===== config.mk =====
export PLATFORM = sky130hd
export DESIGN_NAME = sync_burst_sram_control
export DESIGN_NICKNAME = d
export VERILOG_FILES = /design/src/inc/burst_sram_pkg.sv /design/src/burst_addr_gen.sv /design/src/lane_write_decode.sv /design/src/sync_burst_sram_control.sv
export VERILOG_INCLUDE_DIRS = /design/src /design/src/inc
export SDC_FILE = /design/constraint.sdc
export NUM_CORES = 1
export LEC_CHECK = 0
export BUFFER_PORTS_ARGS = -buffer_cell sky130_fd_sc_hd__buf_2
export CORE_MARGIN = 5
export CORE_UTILIZATION = 25
export CTS_BUF_LIST = sky130_fd_sc_hd__clkbuf_2
export CTS_CLUSTER_DIAMETER = 120
export DETAILED_ROUTE_END_ITERATION = 16
export PLACE_DENSITY = 0.59
export SLEW_MARGIN = 20
export SYNTH_ARGS = -nofsm -noshare
export SYNTH_HDL_FRONTEND = slang
export SYNTH_SLANG_ARGS = --single-unit

===== constraint.sdc =====
create_clock -name clk -period 1.44 [get_ports clk]
set_clock_uncertainty 0.15 [all_clocks]
set_input_delay 0.144 -clock clk [delete_from_list [all_inputs] [get_ports clk]]
set_output_delay 0.144 -clock clk [all_outputs]
set_load 0.005 [all_outputs]

===== src/inc/burst_sram_consts.svh =====
// timing and field constants for the burst sram control block
// assumes inclusion once per compile unit; guarded
`ifndef BURST_SRAM_CONSTS_SVH
`define BURST_SRAM_CONSTS_SVH
`define BURST_ADDR_LO_W 2
`define BURST_LEN 3'h4
`define BURST_STEP_ONE 2'h1
`define LANE_COUNT_WIDE 4
`define LANE_COUNT_NARROW 2
`define ORG_WIDE_BITS 36
`endif


===== src/inc/burst_sram_pkg.sv =====
// types shared by the burst sram control block
// assumes nothing beyond a systemverilog compiler
package burst_sram_pkg;
   // decoded synchronous cycle kind, one-hot
   typedef enum logic [4:0] {
      CYC_DESELECT = 5'h01,
      CYC_BEGIN_RD = 5'h02,
      CYC_BEGIN_WR = 5'h04,
      CYC_CONTINUE = 5'h08,
      CYC_SUSPEND  = 5'h10
   } cycle_kind_t;
endpackage


===== src/burst_addr_gen.sv =====
// burst counter: low address bits in linear or interleaved order
// assumes load and step are sampled on the clock edge; order acts on the output combinationally
`timescale 1ns/100ps
`include "burst_sram_consts.svh"
module burst_addr_gen
   import burst_sram_pkg::*;
(
   input wire logic clk,
   input wire logic reset,
   input wire logic load,
   input wire logic step,
   input wire logic interleave,
   input wire logic [1:0] start_bits,
   output logic [1:0] addr_bits
);
   typedef struct packed {
      logic [1:0] start;
      logic [1:0] count;
   } ctr_state_t;
   ctr_state_t s_q, s_d;

   // load presets start, step bumps count, else hold
   always_comb begin
      s_d = s_q;
      if (load) begin
         s_d.start = start_bits;
         s_d.count = 2'h0;
      end else if (step) begin
         s_d.count = s_q.count + `BURST_STEP_ONE; // wraps on fifth beat
      end
   end

   always_ff @(posedge clk or posedge reset) begin
      if (reset) begin
         s_q <= '0;
      end else begin
         s_q <= s_d;
      end
   end

   // order select: add for linear, xor for interleaved
   always_comb begin
      if (interleave) begin
         addr_bits = s_q.start ^ s_q.count;
      end else begin
         addr_bits = s_q.start + s_q.count;
      end
   end

   chk_linear_step: assert property (@(posedge clk) disable iff (reset)
      step && !load && !interleave |=> addr_bits == $past(addr_bits) + 2'h1)
      else $error("linear burst did not step by one");
   chk_inter_wrap: assert property (@(posedge clk) disable iff (reset)
      load ##1 (step && !load && interleave) [*4] |=> addr_bits == $past(start_bits, 5))
      else $error("interleaved burst did not wrap to start");
endmodule


===== src/lane_write_decode.sv =====
// byte-lane write decode from global, gate and per-lane enables
// assumes all enables active low and sampled with the cycle
`timescale 1ns/100ps
`include "burst_sram_consts.svh"
module lane_write_decode
   import burst_sram_pkg::*;
#(
   parameter int LANES = `LANE_COUNT_WIDE
) (
   input wire logic all_lane_write_n,
   input wire logic lane_write_gate_n,
   input wire logic [LANES-1:0] lane_write_n,
   output logic [LANES-1:0] lane_we,
   output logic write_flag
);
   // per-lane enable: global forces all, gate selects low lanes
   for (genvar i = 0; i < LANES; i++) begin : g_lane
      assign lane_we[i] = !all_lane_write_n || (!lane_write_gate_n && !lane_write_n[i]);
   end
   assign write_flag = |lane_we;
endmodule


===== src/sync_burst_sram_control.sv =====
// synchronous control of a burst static ram: cycle decode, burst counter, lane writes
// assumes controller inputs synchronous to clk; output enable is asynchronous
`timescale 1ns/100ps
`include "burst_sram_consts.svh"
// Operation
// - linear order steps low address bits plus one modulo four.
// - interleaved order xors start with count, back to start on fifth clock.
// - global write low writes every lane.
// - gate low writes lanes whose enables are low; otherwise read.
// - reads drive all lanes; writes keep all lanes high impedance.
// - upper two lanes exist only in the 36-bit organisation.
// - any selected lane makes the cycle a write; the code keeps a processor-strobe begin a read.
// - chip select high with controller strobe low deselects; data high impedance.
// - processor strobe, or controller strobe with no write, begins a read burst.
// - controller strobe with write flag loads address and writes first beat.
// - both strobes high, advance low, no write: step and read next.
// - same continue conditions with write: step and write next.
// - controller strobe high, advance high, no write: hold and reread.
// - controller strobe high, advance high, write: hold and rewrite.
// - output enable high turns drivers off at once; low only re-enables reads.
// - reads with output enable high still advance the counter.
// - order select low is linear, high interleaved.
// - two lowest address inputs feed address and counter preset.
module sync_burst_sram_control
   import burst_sram_pkg::*;
#(
   parameter int DATA_BITS = `ORG_WIDE_BITS,
   parameter int LANES = (DATA_BITS == `ORG_WIDE_BITS) ? `LANE_COUNT_WIDE : `LANE_COUNT_NARROW
) (
   input wire logic clk,
   input wire logic reset,
   input wire logic chip_select_n,
   input wire logic proc_addr_strobe_n,
   input wire logic ctrl_addr_strobe_n,
   input wire logic burst_step_n,
   input wire logic all_lane_write_n,
   input wire logic lane_write_gate_n,
   input wire logic [LANES-1:0] lane_write_n,
   input wire logic burst_order_sel_n,
   input wire logic output_enable_n,
   input wire logic [1:0] addr_low_bits,
   output logic [1:0] burst_addr,
   output logic [LANES-1:0] lane_write_en,
   output logic mem_read,
   output logic [LANES-1:0] lane_drive_en,
   output logic cycle_active,
   output cycle_kind_t cycle_kind
);
   typedef struct packed {
      logic [LANES-1:0] we;
      logic rd;
      logic drive;
      logic active;
      cycle_kind_t kind;
   } ctl_state_t;
   ctl_state_t s_q, s_d;

   logic [LANES-1:0] lane_we;
   logic write_flag;
   logic ctr_load;
   logic ctr_step;
   cycle_kind_t kind_now;

   // lane decode; narrow organisations simply have fewer lanes
   lane_write_decode #(
      .LANES(LANES)
   ) u_lanes (
      .all_lane_write_n(all_lane_write_n),
      .lane_write_gate_n(lane_write_gate_n),
      .lane_write_n(lane_write_n),
      .lane_we(lane_we),
      .write_flag(write_flag)
   );

   // decode check sits here, where a clock is available
   chk_global_all: assert property (@(posedge clk) disable iff (reset)
      !all_lane_write_n |-> &lane_we)
      else $error("global write missed a lane");

   // synchronous cycle decode, deselect first
   always_comb begin
      if (chip_select_n && !ctrl_addr_strobe_n) begin
         kind_now = CYC_DESELECT;
      end else if (!chip_select_n && !proc_addr_strobe_n) begin
         kind_now = CYC_BEGIN_RD;
      end else if (!chip_select_n && !ctrl_addr_strobe_n) begin
         kind_now = write_flag ? CYC_BEGIN_WR : CYC_BEGIN_RD;
      end else if (!burst_step_n) begin
         kind_now = CYC_CONTINUE;
      end else begin
         kind_now = CYC_SUSPEND;
      end
   end

   // counter load on any begin, step on continue regardless of output enable
   assign ctr_load = (kind_now == CYC_BEGIN_RD) || (kind_now == CYC_BEGIN_WR);
   assign ctr_step = (kind_now == CYC_CONTINUE);

   burst_addr_gen u_ctr (
      .clk(clk),
      .reset(reset),
      .load(ctr_load),
      .step(ctr_step),
      .interleave(burst_order_sel_n),
      .start_bits(addr_low_bits),
      .addr_bits(burst_addr)
   );

   // next registered cycle state; begin-read ignores write inputs
   always_comb begin
      s_d = s_q;
      s_d.kind = kind_now;
      s_d.active = (kind_now != CYC_DESELECT);
      if (kind_now == CYC_DESELECT || kind_now == CYC_BEGIN_RD && !proc_addr_strobe_n) begin
         s_d.we = '0;
         s_d.rd = (kind_now == CYC_BEGIN_RD);
      end else begin
         s_d.we = lane_we;
         s_d.rd = !write_flag;
      end
      s_d.drive = s_d.active && s_d.rd;
   end

   always_ff @(posedge clk or posedge reset) begin
      if (reset) begin
         s_q <= '{we: '0, rd: 1'b0, drive: 1'b0, active: 1'b0, kind: CYC_DESELECT};
      end else begin
         s_q <= s_d;
      end
   end

   // outputs; output enable gates drivers with no clock
   assign lane_write_en = s_q.we;
   assign mem_read = s_q.rd && s_q.active;
   assign cycle_active = s_q.active;
   assign cycle_kind = s_q.kind;
   assign lane_drive_en = {LANES{s_q.drive && !output_enable_n}};

   chk_write_hiz: assert property (@(posedge clk) disable iff (reset)
      |lane_write_en |-> lane_drive_en == '0)
      else $error("lanes driven during write");
   chk_deselect_idle: assert property (@(posedge clk) disable iff (reset)
      chip_select_n && !ctrl_addr_strobe_n |=> !cycle_active && lane_drive_en == '0 && lane_write_en == '0)
      else $error("deselect left cycle active");
   chk_begin_write: assert property (@(posedge clk) disable iff (reset)
      !chip_select_n && proc_addr_strobe_n && !ctrl_addr_strobe_n && write_flag
      |=> lane_write_en == $past(lane_we) && cycle_kind == CYC_BEGIN_WR && burst_addr == $past(addr_low_bits))
      else $error("begin write not taken");
   chk_proc_read: assert property (@(posedge clk) disable iff (reset)
      !chip_select_n && !proc_addr_strobe_n |=> mem_read && lane_write_en == '0)
      else $error("processor strobe did not start read");
   chk_suspend_hold: assert property (@(posedge clk) disable iff (reset)
      ctrl_addr_strobe_n && !burst_step_n
      ##1 ctrl_addr_strobe_n && burst_step_n && (proc_addr_strobe_n || chip_select_n)
      |=> $stable(burst_addr))
      else $error("suspend moved the counter");
   chk_dummy_step: assert property (@(posedge clk) disable iff (reset)
      output_enable_n && ctrl_addr_strobe_n && proc_addr_strobe_n && !burst_step_n && !write_flag && !burst_order_sel_n
      ##1 output_enable_n |-> burst_addr == $past(burst_addr) + 2'h1 && lane_drive_en == '0)
      else $error("dummy read did not advance");
   chk_continue_write: assert property (@(posedge clk) disable iff (reset)
      ctrl_addr_strobe_n && proc_addr_strobe_n && !burst_step_n && write_flag
      |=> cycle_kind == CYC_CONTINUE && lane_write_en != '0)
      else $error("continue write lost");
   chk_oe_async: assert property (@(posedge clk) disable iff (reset)
      output_enable_n |-> lane_drive_en == '0)
      else $error("drivers on with output enable high");

   cov_burst_read: cover property (@(posedge clk) disable iff (reset)
      cycle_kind == CYC_BEGIN_RD ##1 cycle_kind == CYC_CONTINUE [*3]);
   cov_burst_write: cover property (@(posedge clk) disable iff (reset)
      cycle_kind == CYC_BEGIN_WR ##1 cycle_kind == CYC_CONTINUE);
   cov_dummy_to_write: cover property (@(posedge clk) disable iff (reset)
      mem_read && output_enable_n ##1 |lane_write_en);
   cov_suspend: cover property (@(posedge clk) disable iff (reset) cycle_kind == CYC_SUSPEND);
endmodule


==> summary.md, run 1 <==
| Metric | Value |
|---|---|
| Tcrit/Tclk final | 110% |
| Critical path type | flop to output pin |
| Core Area | 3030 sq um |
| Antenna fix cells | 0 |
| Area growth, synth to finish | 37.6% |
| CP arrival | 1.29 ns |
| Top Ports | 33 |
| Initial Util | 25.8% |
| CTS buffer count | 3 |
| Root Buffer | clkbuf_2 |
| Max cap viols | 0 |
| Pin count of the biggest net entering global routing | 17 |
| Nets | 125 |
| Detail Route Antenna Nets | 0 |
| Global placement routability congestion | 0.810 |
| Clock Tree Buf Depth | 2 |
| Total power | 921 uW |
| Port bufs | 32 |
| Maximum vdd drop | 0.209 mV |
| Syn_area_per_cell | 11.3 sq um |
| Routed WL per cell | 11.4 um |
| Iter 0 DRT Violations | 21 |
| TNS Setup | -0.147 ns |
| Total wire length | 1.72 mm |
| Dpl ws | 0.196 ns |
| Max Clk Rate | 0.630 GHz |
| CP max stage delay | 0.43 ns |
| Sequential share of the synthesized area | 51.4% |
| Inst Count DP | 132 |
| Pwr Density | 856 nW/um^2 |
| Overall die height | 65.9 um |
| CTS H-tree depth | 1 |
| Drt drc | 0 |
| Via count | 595 |
| Critical path startpoint category | flop |
| Final hold slack | 0.0144 ns |
| DP HPWL | 1.16 mm |
| Total die area | 4350 sq um |
| Number of synthesized register bits | 16 |
| Syn_nets | 86 |
| CP Buf/Inv Count | 1 |
| Clock Latency Late Sink | 0.28 ns |
| Final Instance Count excl. Fillers | 151 |
| Count of final max-slew check failures | 0 |
| Synth Warn # | 0 |
| Clock sink count | 16 |
| GR Overflow Total | 0 |
| CP max-delay cell | dfrtp_1 |
| Tmin final | 1.59 ns |
| Slew @ Worst Pin | 0.610 ns |
| First-pass GRT wire length | 2.71 mm |
| Site Rows | 20 |
| Post-Syn Instances | 69 |
| Critical Path RT | 1.15 ns |
| CTS tree | done |
| Relative slew slack | 59.3% |
| Final setup fails | 1 |
| Critical Path Sink Type | output pin |
| Worst setup margin | -0.147 ns |
| Violated checks | negative setup slack |
| RSZ-0062 raised after global routing | true |
| Via count of the first global-routing pass | 629 |
| Initial antenna violation count | 0 |
| Pre-Repair DR Iteration Count | 4 |
| Cells along the critical path | xnor2_1 > xnor2_2 > buf_2 |
| Die X | 65.9 um |
| HP Class | primary input to flop |
| Status | complete, but fails checks |
| Via density | 3.94 |
| Fin. Hold Viols | 0 |
| Synth unique cells | 25 |
| Leak | 0.548 nW |
| Layout cells sized above 1 | 44.9% |
| Syn Std Cell Area | 782 sq um |
| Cell family with most CP delay | XOR/XNOR gates |
| Clock slew seen by the registers of the worst setup and hold paths | 0.16 ns |
| Crit Path Max Fanout | 2 |
| Total track usage | 7.98% |
cells by family (layout without fill, tap and decap cells):
kind of cell	count (synthesis)	count (layout)	share of synthesized area [%]
AOI/OAI and AO/OA	11	11	10.2
xor gates and xnor gates	3	3	3.36
adders and majority gates	1	1	1.60
buffers and inverters	15	53	13.4
DFF	16	16	51.4
muxes	3	3	5.12
and+or+nand+nor	20	20	14.9
layer usage:
| metal | GRT usage [%] | routed length (um) | vias to the layer above |
|---|---|---|---|
| met3 | 0.850 | 106 | 2 |
| met4 | 3.81 | 25 | 0 |
| met1 | 10.3 | 759 | 283 |
| li1 | - | - | 289 |
| met2 | 13.3 | 822 | 21 |
| met5 | 0 | 0 | - |
layout make-up:
class	count	area, sq um
multi-input cells	38	293
well taps	44	55.1
fillers	318	1950
clock buffers	3	15.0
clock inverters	1	3.75
flip-flops and latches	16	402
repair buffers	47	300
inverters	2	7.51
flip-flops by register name, summed over array words and instances (netlist names):
name           cells
cycle_active       1
cycle_kind         5
u_ctr.s_q          4
s_q                2
lane_write_en      4
final timing paths:
| check | cells after the start | end | startpoint | slack (ns) |
|---|---|---|---|---|
| setup / recovery | 3 | burst_addr[1] | u_ctr.s_q[3] | -0.15 |
| hold / removal | 3 | s_q[7] | all_lane_write_n | 0.01 |
| setup reg to reg | 5 | u_ctr.s_q[1] | u_ctr.s_q[0] | 0.17 |
| hold reg to reg | 1 | u_ctr.s_q[3] | u_ctr.s_q[3] | 0.42 |
| max in group asynchronous | 3 | cycle_kind[2] | reset | 0.43 |
| min in group asynchronous | 3 | u_ctr.s_q[1] | reset | 0.30 |
worst reg2reg max path: stages (launching register included):
cell and delay (ns):
dfrtp_1 0.42, buf_4 0.14, buf_4 0.13, nand3b_1 0.11, xor2_1 0.18, nor2_1 0.05
synth_stat cells:
library cell  number  share of area, %
a21oi_1            4               2.6
a21oi_4            1               2.1
and2_1             1              0.80
and3_1             1              0.80
and4_1             1               1.1
and4bb_1           1               1.6
buf_4             13                12
dfrtp_1           15                48
dfstp_2            1               3.4
ha_1               1               1.6
inv_1              2              0.96
mux2_4             2               3.8
mux2i_1            1               1.3
nand2_1            1              0.48
nand2b_1           2               1.6
nand3_1            1              0.64
nand3b_1           1              0.96
nor2_1             7               3.4
nor2b_1            3               2.4
o21a_1             4               3.8
o21ai_0            1              0.64
o21ai_2            1               1.1
or2_4              1               1.1
xnor2_1            2               2.2
xor2_1             1               1.1
where the power goes:
group	total, mW	internal (mW)	switching, mW
clock network	0.193	0.0603	0.133
logic	0.229	0.129	0.100
registers	0.498	0.484	0.0140
through the flow:
stage | instance area, sq um | util (%)
floorplan | 782 | -
global route | 1080 | 35.5
CTS | 1050 | 34.8
detailed placement | 900 | 29.7
global placement | 900 | 29.7
finish | 1080 | 35.5
placed cells by master, fill, tap and decap left out, types with 2 or more instances in the layout:
| cell type | count |
|---|---|
| buf_4 | 4 |
| dfrtp_1 | 15 |
| dlygate4sd3_1 | 11 |
| mux2_4 | 2 |
| nor2b_1 | 2 |
| inv_1 | 2 |
| clkbuf_2 | 3 |
| a21oi_1 | 4 |
| nor2_1 | 7 |
| nand2b_1 | 2 |
| buf_2 | 32 |
| o21a_1 | 4 |
timing repair:
item | in CTS | in global routing
resized for setup | 3 | 1
setup buffers | 2 | 2
hold buffers | 11 | 0
pin swaps | 2 | 2
endpoints found under the hold margin | 26 | 0
endpoints found under the setup margin | 2 | 2
(Power assumes the default switching activity.)
==> run 2: changes to the inputs <==
--- a/config.mk
+++ b/config.mk
@@ -13,6 +13,7 @@
 export CTS_CLUSTER_DIAMETER = 120
 export DETAILED_ROUTE_END_ITERATION = 16
 export PLACE_DENSITY = 0.59
+export SKIP_CTS_REPAIR_TIMING = 1
 export SLEW_MARGIN = 20
 export SYNTH_ARGS = -nofsm -noshare
 export SYNTH_HDL_FRONTEND = slang
==> summary.md, run 2 (synthesized netlist as in run 1, its figures left out) <==
| Metric | Value |
|---|---|
| Max cap viols | 0 |
| Cell area after layout | 1050 sq um |
| CTS tree | done |
| Worst R2R End | u_ctr.s_q[1] |
| First-pass GRT wire length | 2.34 mm |
| Critical Path RT | 1.15 ns |
| Iter 0 DRT Violations | 7 |
| Initial Util | 25.8% |
| Clock Latency Late Sink | 0.29 ns |
| Critical Path Sink Type | output pin |
| Met3 WL | 116 um |
| Tmin final | 1.62 ns |
| Area growth, synth to finish | 33.8% |
| Met2 WL post-DR | 807 um |
| Top Ports | 33 |
| Switching Share | 26.7% |
| Via count | 593 |
| Comb power frac | 22.8% |
| Critical R2R Launch | u_ctr.s_q[0] |
| Antenna fix cells | 0 |
| Max Clk Rate | 0.617 GHz |
| Clock slew seen by the registers of the worst setup and hold paths | 0.16 ns |
| Drt drc | 0 |
| Slew @ Worst Pin | 0.595 ns |
| WHS Path Cells | 3 |
| Seq pwr share | 55.6% |
| CTS buffer count | 3 |
| Global placement routability congestion | 0.810 |
| FF-to-FF path depth | 4 |
| Commonest non-fill, non-tap cell in the layout | buf_2 |
| DP Area | 900 sq um |
| Via density | 4.01 |
| Pin count of the biggest net entering global routing | 17 |
| Dpl ws | 0.196 ns |
| Critical path type | flop to output pin |
| Hold Path Sink | s_q[7] |
| Detail Route Antenna Nets | 0 |
| Critical path startpoint category | flop |
| Relative slew slack | 60.3% |
| Site Rows | 20 |
| Total die area | 4350 sq um |
| Top sig layer | met4 |
| Port bufs | 32 |
| Power share of the clock group | 21.6% |
| Total wire length | 1.64 mm |
| Clock sink count | 16 |
| TNS Setup | -0.181 ns |
| Violated checks | negative setup slack |
| Layout cells sized above 1 | 42.3% |
| Worst setup margin | -0.181 ns |
| RSZ-0062 raised after global routing | true |
| HP Start | all_lane_write_n |
| Maximum vdd drop | 0.207 mV |
| Flop2flop setup slack | 0.28 ns |
| DP HPWL | 1.16 mm |
| Via count of the first global-routing pass | 532 |
| Fin. Hold Viols | 0 |
| Max reg flops | 5 |
| Count of final max-slew check failures | 0 |
| Internal power | 657 uW |
| Initial antenna violation count | 0 |
| Total track usage | 6.99% |
| HP Class | primary input to flop |
| GR Overflow Total | 0 |
| Root Buffer | clkbuf_2 |
| Final setup fails | 1 |
| Pre-Repair DR Iteration Count | 4 |
| Routed WL per cell | 11.1 um |
| Met1 Wirelength | 692 um |
| Core Area | 3030 sq um |
| Most frequent cells in the layout | buf_2, dfrtp_1, dlygate4sd3_1 |
| Overall die height | 65.9 um |
| CTS H-tree depth | 1 |
| Nets | 122 |
| Crit Path Max Fanout | 4 |
| CP arrival | 1.33 ns |
| Tcrit/Tclk final | 113% |
| P_sw | 240 uW |
| Die X | 65.9 um |
| Leak | 0.529 nW |
| Clock Tree Buf Depth | 2 |
| Pwr Density | 858 nW/um^2 |
| Status | complete, but fails checks |
## run 2: cell count changes in the layout (fill, tap and decap cells not counted)
cell,delta
buf_4,-3
xnor2_2,-1
xnor2_1,+1
## run 2: worst max-delay path, cell delays in order, from the launching register on
cell and delay, ns:
dfrtp_1 0.44, ha_2 0.17, nor2b_4 0.12, xnor2_1 0.16
buf_2 0.15
## run 2: metrics by stage
stage          cells  power [mW]  hold WS [ns]  util (%)
2_1_floorplan     69       0.626       -0.0930         -
3_3_place_gp     132       0.677        0.0783      29.7
3_5_place_dp     132       0.680        0.0880      29.7
4_1_cts          136       0.876        -0.251      30.3
5_1_grt          148       0.952        0.0183      34.5
6_report         148       0.897        0.0130      34.5
## run 2: cell type report
type,count,area [sq um]
multi-input cells,38,285
inverters,2,7.51
clock inverters,1,3.75
flip-flops and latches,16,402
clock buffers,3,15.0
well taps,44,55.1
repair buffers,44,278
fillers,324,1980
## run 2: worst max path at each step
stage	endpoint	start	slack (ns)	cells after the start
3_5_place_dp	burst_addr[1]	u_ctr.s_q[0]	0.20	4
6_report	burst_addr[1]	u_ctr.s_q[0]	-0.18	4
4_1_cts	burst_addr[1]	u_ctr.s_q[0]	-0.16	4
2_1_floorplan	burst_addr[1]	u_ctr.s_q[0]	0.30	3
5_1_grt	burst_addr[1]	u_ctr.s_q[0]	-0.23	4
3_3_place_gp	burst_addr[1]	u_ctr.s_q[0]	0.21	4
## run 2: power by group through the flow
| stage | combinational [mW] | clock [mW] | sequential (mW) |
|---|---|---|---|
| finish | 0.204 | 0.194 | 0.499 |
| CTS | 0.173 | 0.204 | 0.499 |
| global route | 0.225 | 0.223 | 0.504 |
| floorplan | 0.121 | 0 | 0.504 |
| global placement | 0.170 | 0 | 0.507 |
| detailed placement | 0.172 | 0 | 0.508 |
## run 2: layer usage
layer / up-vias / global-route usage [%]
met3: 2 / 1.53
met2: 23 / 10.8
met1: 281 / 9.02
li1: 287 / -
met4: 0 / 3.81
met5: - / 0
==> run 3: changes to the inputs <==
--- a/config.mk
+++ b/config.mk
@@ -9,7 +9,7 @@
 export BUFFER_PORTS_ARGS = -buffer_cell sky130_fd_sc_hd__buf_2
 export CORE_MARGIN = 5
 export CORE_UTILIZATION = 25
-export CTS_BUF_LIST = sky130_fd_sc_hd__clkbuf_2
+export CTS_BUF_LIST = sky130_fd_sc_hd__clkbuf_16
 export CTS_CLUSTER_DIAMETER = 120
 export DETAILED_ROUTE_END_ITERATION = 16
 export PLACE_DENSITY = 0.59
==> constraint.sdc (replaced) <==
create_clock -name clk -period 1.44 [get_ports clk]
set_clock_uncertainty 0.15 [all_clocks]
set_input_delay 0.288 -clock clk [delete_from_list [all_inputs] [get_ports clk]]
set_output_delay 0.288 -clock clk [all_outputs]
set_load 0.005 [all_outputs]
==> summary.md, run 3 (synthesized netlist as in run 1, its figures left out) <==
| Metric | Value |
|---|---|
| Status | complete, but fails checks |
| Violated checks | negative setup slack |
| Detail Route Antenna Nets | 0 |
| Area growth, synth to finish | 31.7% |
| Maximum vdd drop | 0.345 mV |
| Area of the multi-input gates | 303 sq um |
| Critical Path Sink Type | output pin |
| Slew @ Worst Pin | 0.294 ns |
| CTS buffer count | 3 |
| Cells along the critical path | ha_4 > nor2b_4 > xnor2_2 > buf_2 |
| Most frequent cells in the layout | buf_2, dfrtp_1, nor2_1 |
| HP Start | burst_step_n |
| Iter 0 DRT Violations | 19 |
| Pre-Repair DR Iteration Count | 4 |
| Initial Util | 25.8% |
| Reg area | 402 sq um |
| Clock Tree Buf Depth | 2 |
| Max Clk Rate | 0.604 GHz |
| Clock slew seen by the registers of the worst setup and hold paths | 0.05 ns |
| Tcrit/Tclk final | 115% |
| Tmin final | 1.65 ns |
| DP HPWL | 1.18 mm |
| Final setup fails | 2 |
| Die X | 65.9 um |
| Final core occ | 34.0% |
| Antenna fix cells | 0 |
| Pwr Density | 1190 nW/um^2 |
| Pin count of the biggest net entering global routing | 17 |
| CTS tree | done |
| WP depth | 4 |
| CP max-delay cell | dfrtp_1 |
| Cell family with most CP delay | flip-flops |
| Count of final max-slew check failures | 0 |
| CP startpoint | u_ctr.s_q[0] |
| FF-to-FF path depth | 3 |
| Fin. Hold Viols | 0 |
| Via count | 536 |
| Via count of the first global-routing pass | 526 |
| First-pass GRT wire length | 2.39 mm |
| Via density | 3.88 |
| Leak | 0.518 nW |
| Critical R2R Launch | u_ctr.s_q[0] |
| Crit Path Max Fanout | 4 |
| Drt drc | 0 |
| Final Instance Count excl. Fillers | 138 |
| Worst setup margin | -0.215 ns |
| CP Buf/Inv Count | 1 |
| Port bufs | 32 |
| Nets | 112 |
| RSZ-0062 raised after global routing | true |
| Inst Count DP | 133 |
| Top Ports | 33 |
| GR Overflow Total | 0 |
| Max cap viols | 0 |
| CP arrival | 1.22 ns |
| Commonest non-fill, non-tap cell in the layout | buf_2 |
| Clock sink count | 16 |
| Core Area | 3030 sq um |
| Total wire length | 1.49 mm |
| Layout cells sized above 1 | 47.9% |
| Site Rows | 20 |
| Crit path to | burst_addr[1] |
| Global placement routability congestion | 0.816 |
| Root Buffer | clkbuf_16 |
| Flop2flop setup slack | 0.40 ns |
| Initial antenna violation count | 0 |
| Overall die height | 65.9 um |
| Routed WL per cell | 10.8 um |
| Max reg flops | 5 |
| CP max stage delay | 0.42 ns |
| Total die area | 4350 sq um |
| Clock Latency Late Sink | 0.24 ns |
| Relative slew slack | 79.8% |
| Critical Path RT | 1.00 ns |
| HP Class | primary input to flop |
| Worst R2R End | u_ctr.s_q[1] |
| Critical path startpoint category | flop |
| Critical path type | flop to output pin |
| # fillers | 309 |
| CTS H-tree depth | 1 |
| Total track usage | 7.42% |
run 3: worst min path at each step:
stage               endpoint  depth (start not counted)
2_1_floorplan   cycle_active                          1
3_3_place_gp   cycle_kind[2]                          3
3_5_place_dp   cycle_kind[1]                          3
4_1_cts         cycle_active                          3
5_1_grt        cycle_kind[3]                          2
6_report       cycle_kind[3]                          2
run 3: per-layer routing:
metal / global-route usage (%) / wire length [um] / vias to the layer above
li1: - / - / 266
met1: 8.72 / 634 / 247
met2: 11.6 / 694 / 21
met3: 1.36 / 132 / 2
met4: 6.09 / 31 / 0
met5: 0 / 0 / -
run 3: final cells by class:
| cell class | instances | area share [%] |
|---|---|---|
| inverter | 2 | 0.729 |
| sequential | 16 | 39.0 |
| clock buffer | 3 | 7.29 |
| multi-input combinational | 38 | 29.4 |
| timing repair buffer | 34 | 17.9 |
| tap | 44 | 5.35 |
| clock inverter | 1 | 0.365 |
run 3: per-stage QoR:
step	hold WS, ns	worst slack (ns)	cell area (sq um)	TNS [ns]	total power [mW]
after floorplan	0.0510	0.158	782	0	0.626
after global placement	0.151	0.0651	907	0	0.679
after detailed placement	0.152	0.0154	907	0	0.683
after CTS	-0.105	-0.258	986	-0.322	1.22
after global routing	0.0996	-0.288	1030	-0.352	1.29
final	0.0975	-0.215	1030	-0.238	1.22
run 3: where the power goes:
part           total [mW]  internal, mW  leakage [nW]  switching, mW
Combinational       0.196         0.109         0.281         0.0864
Clock               0.525         0.367        0.0385          0.158
Sequential          0.504         0.486         0.199         0.0177
Total                1.22         0.962         0.518          0.263
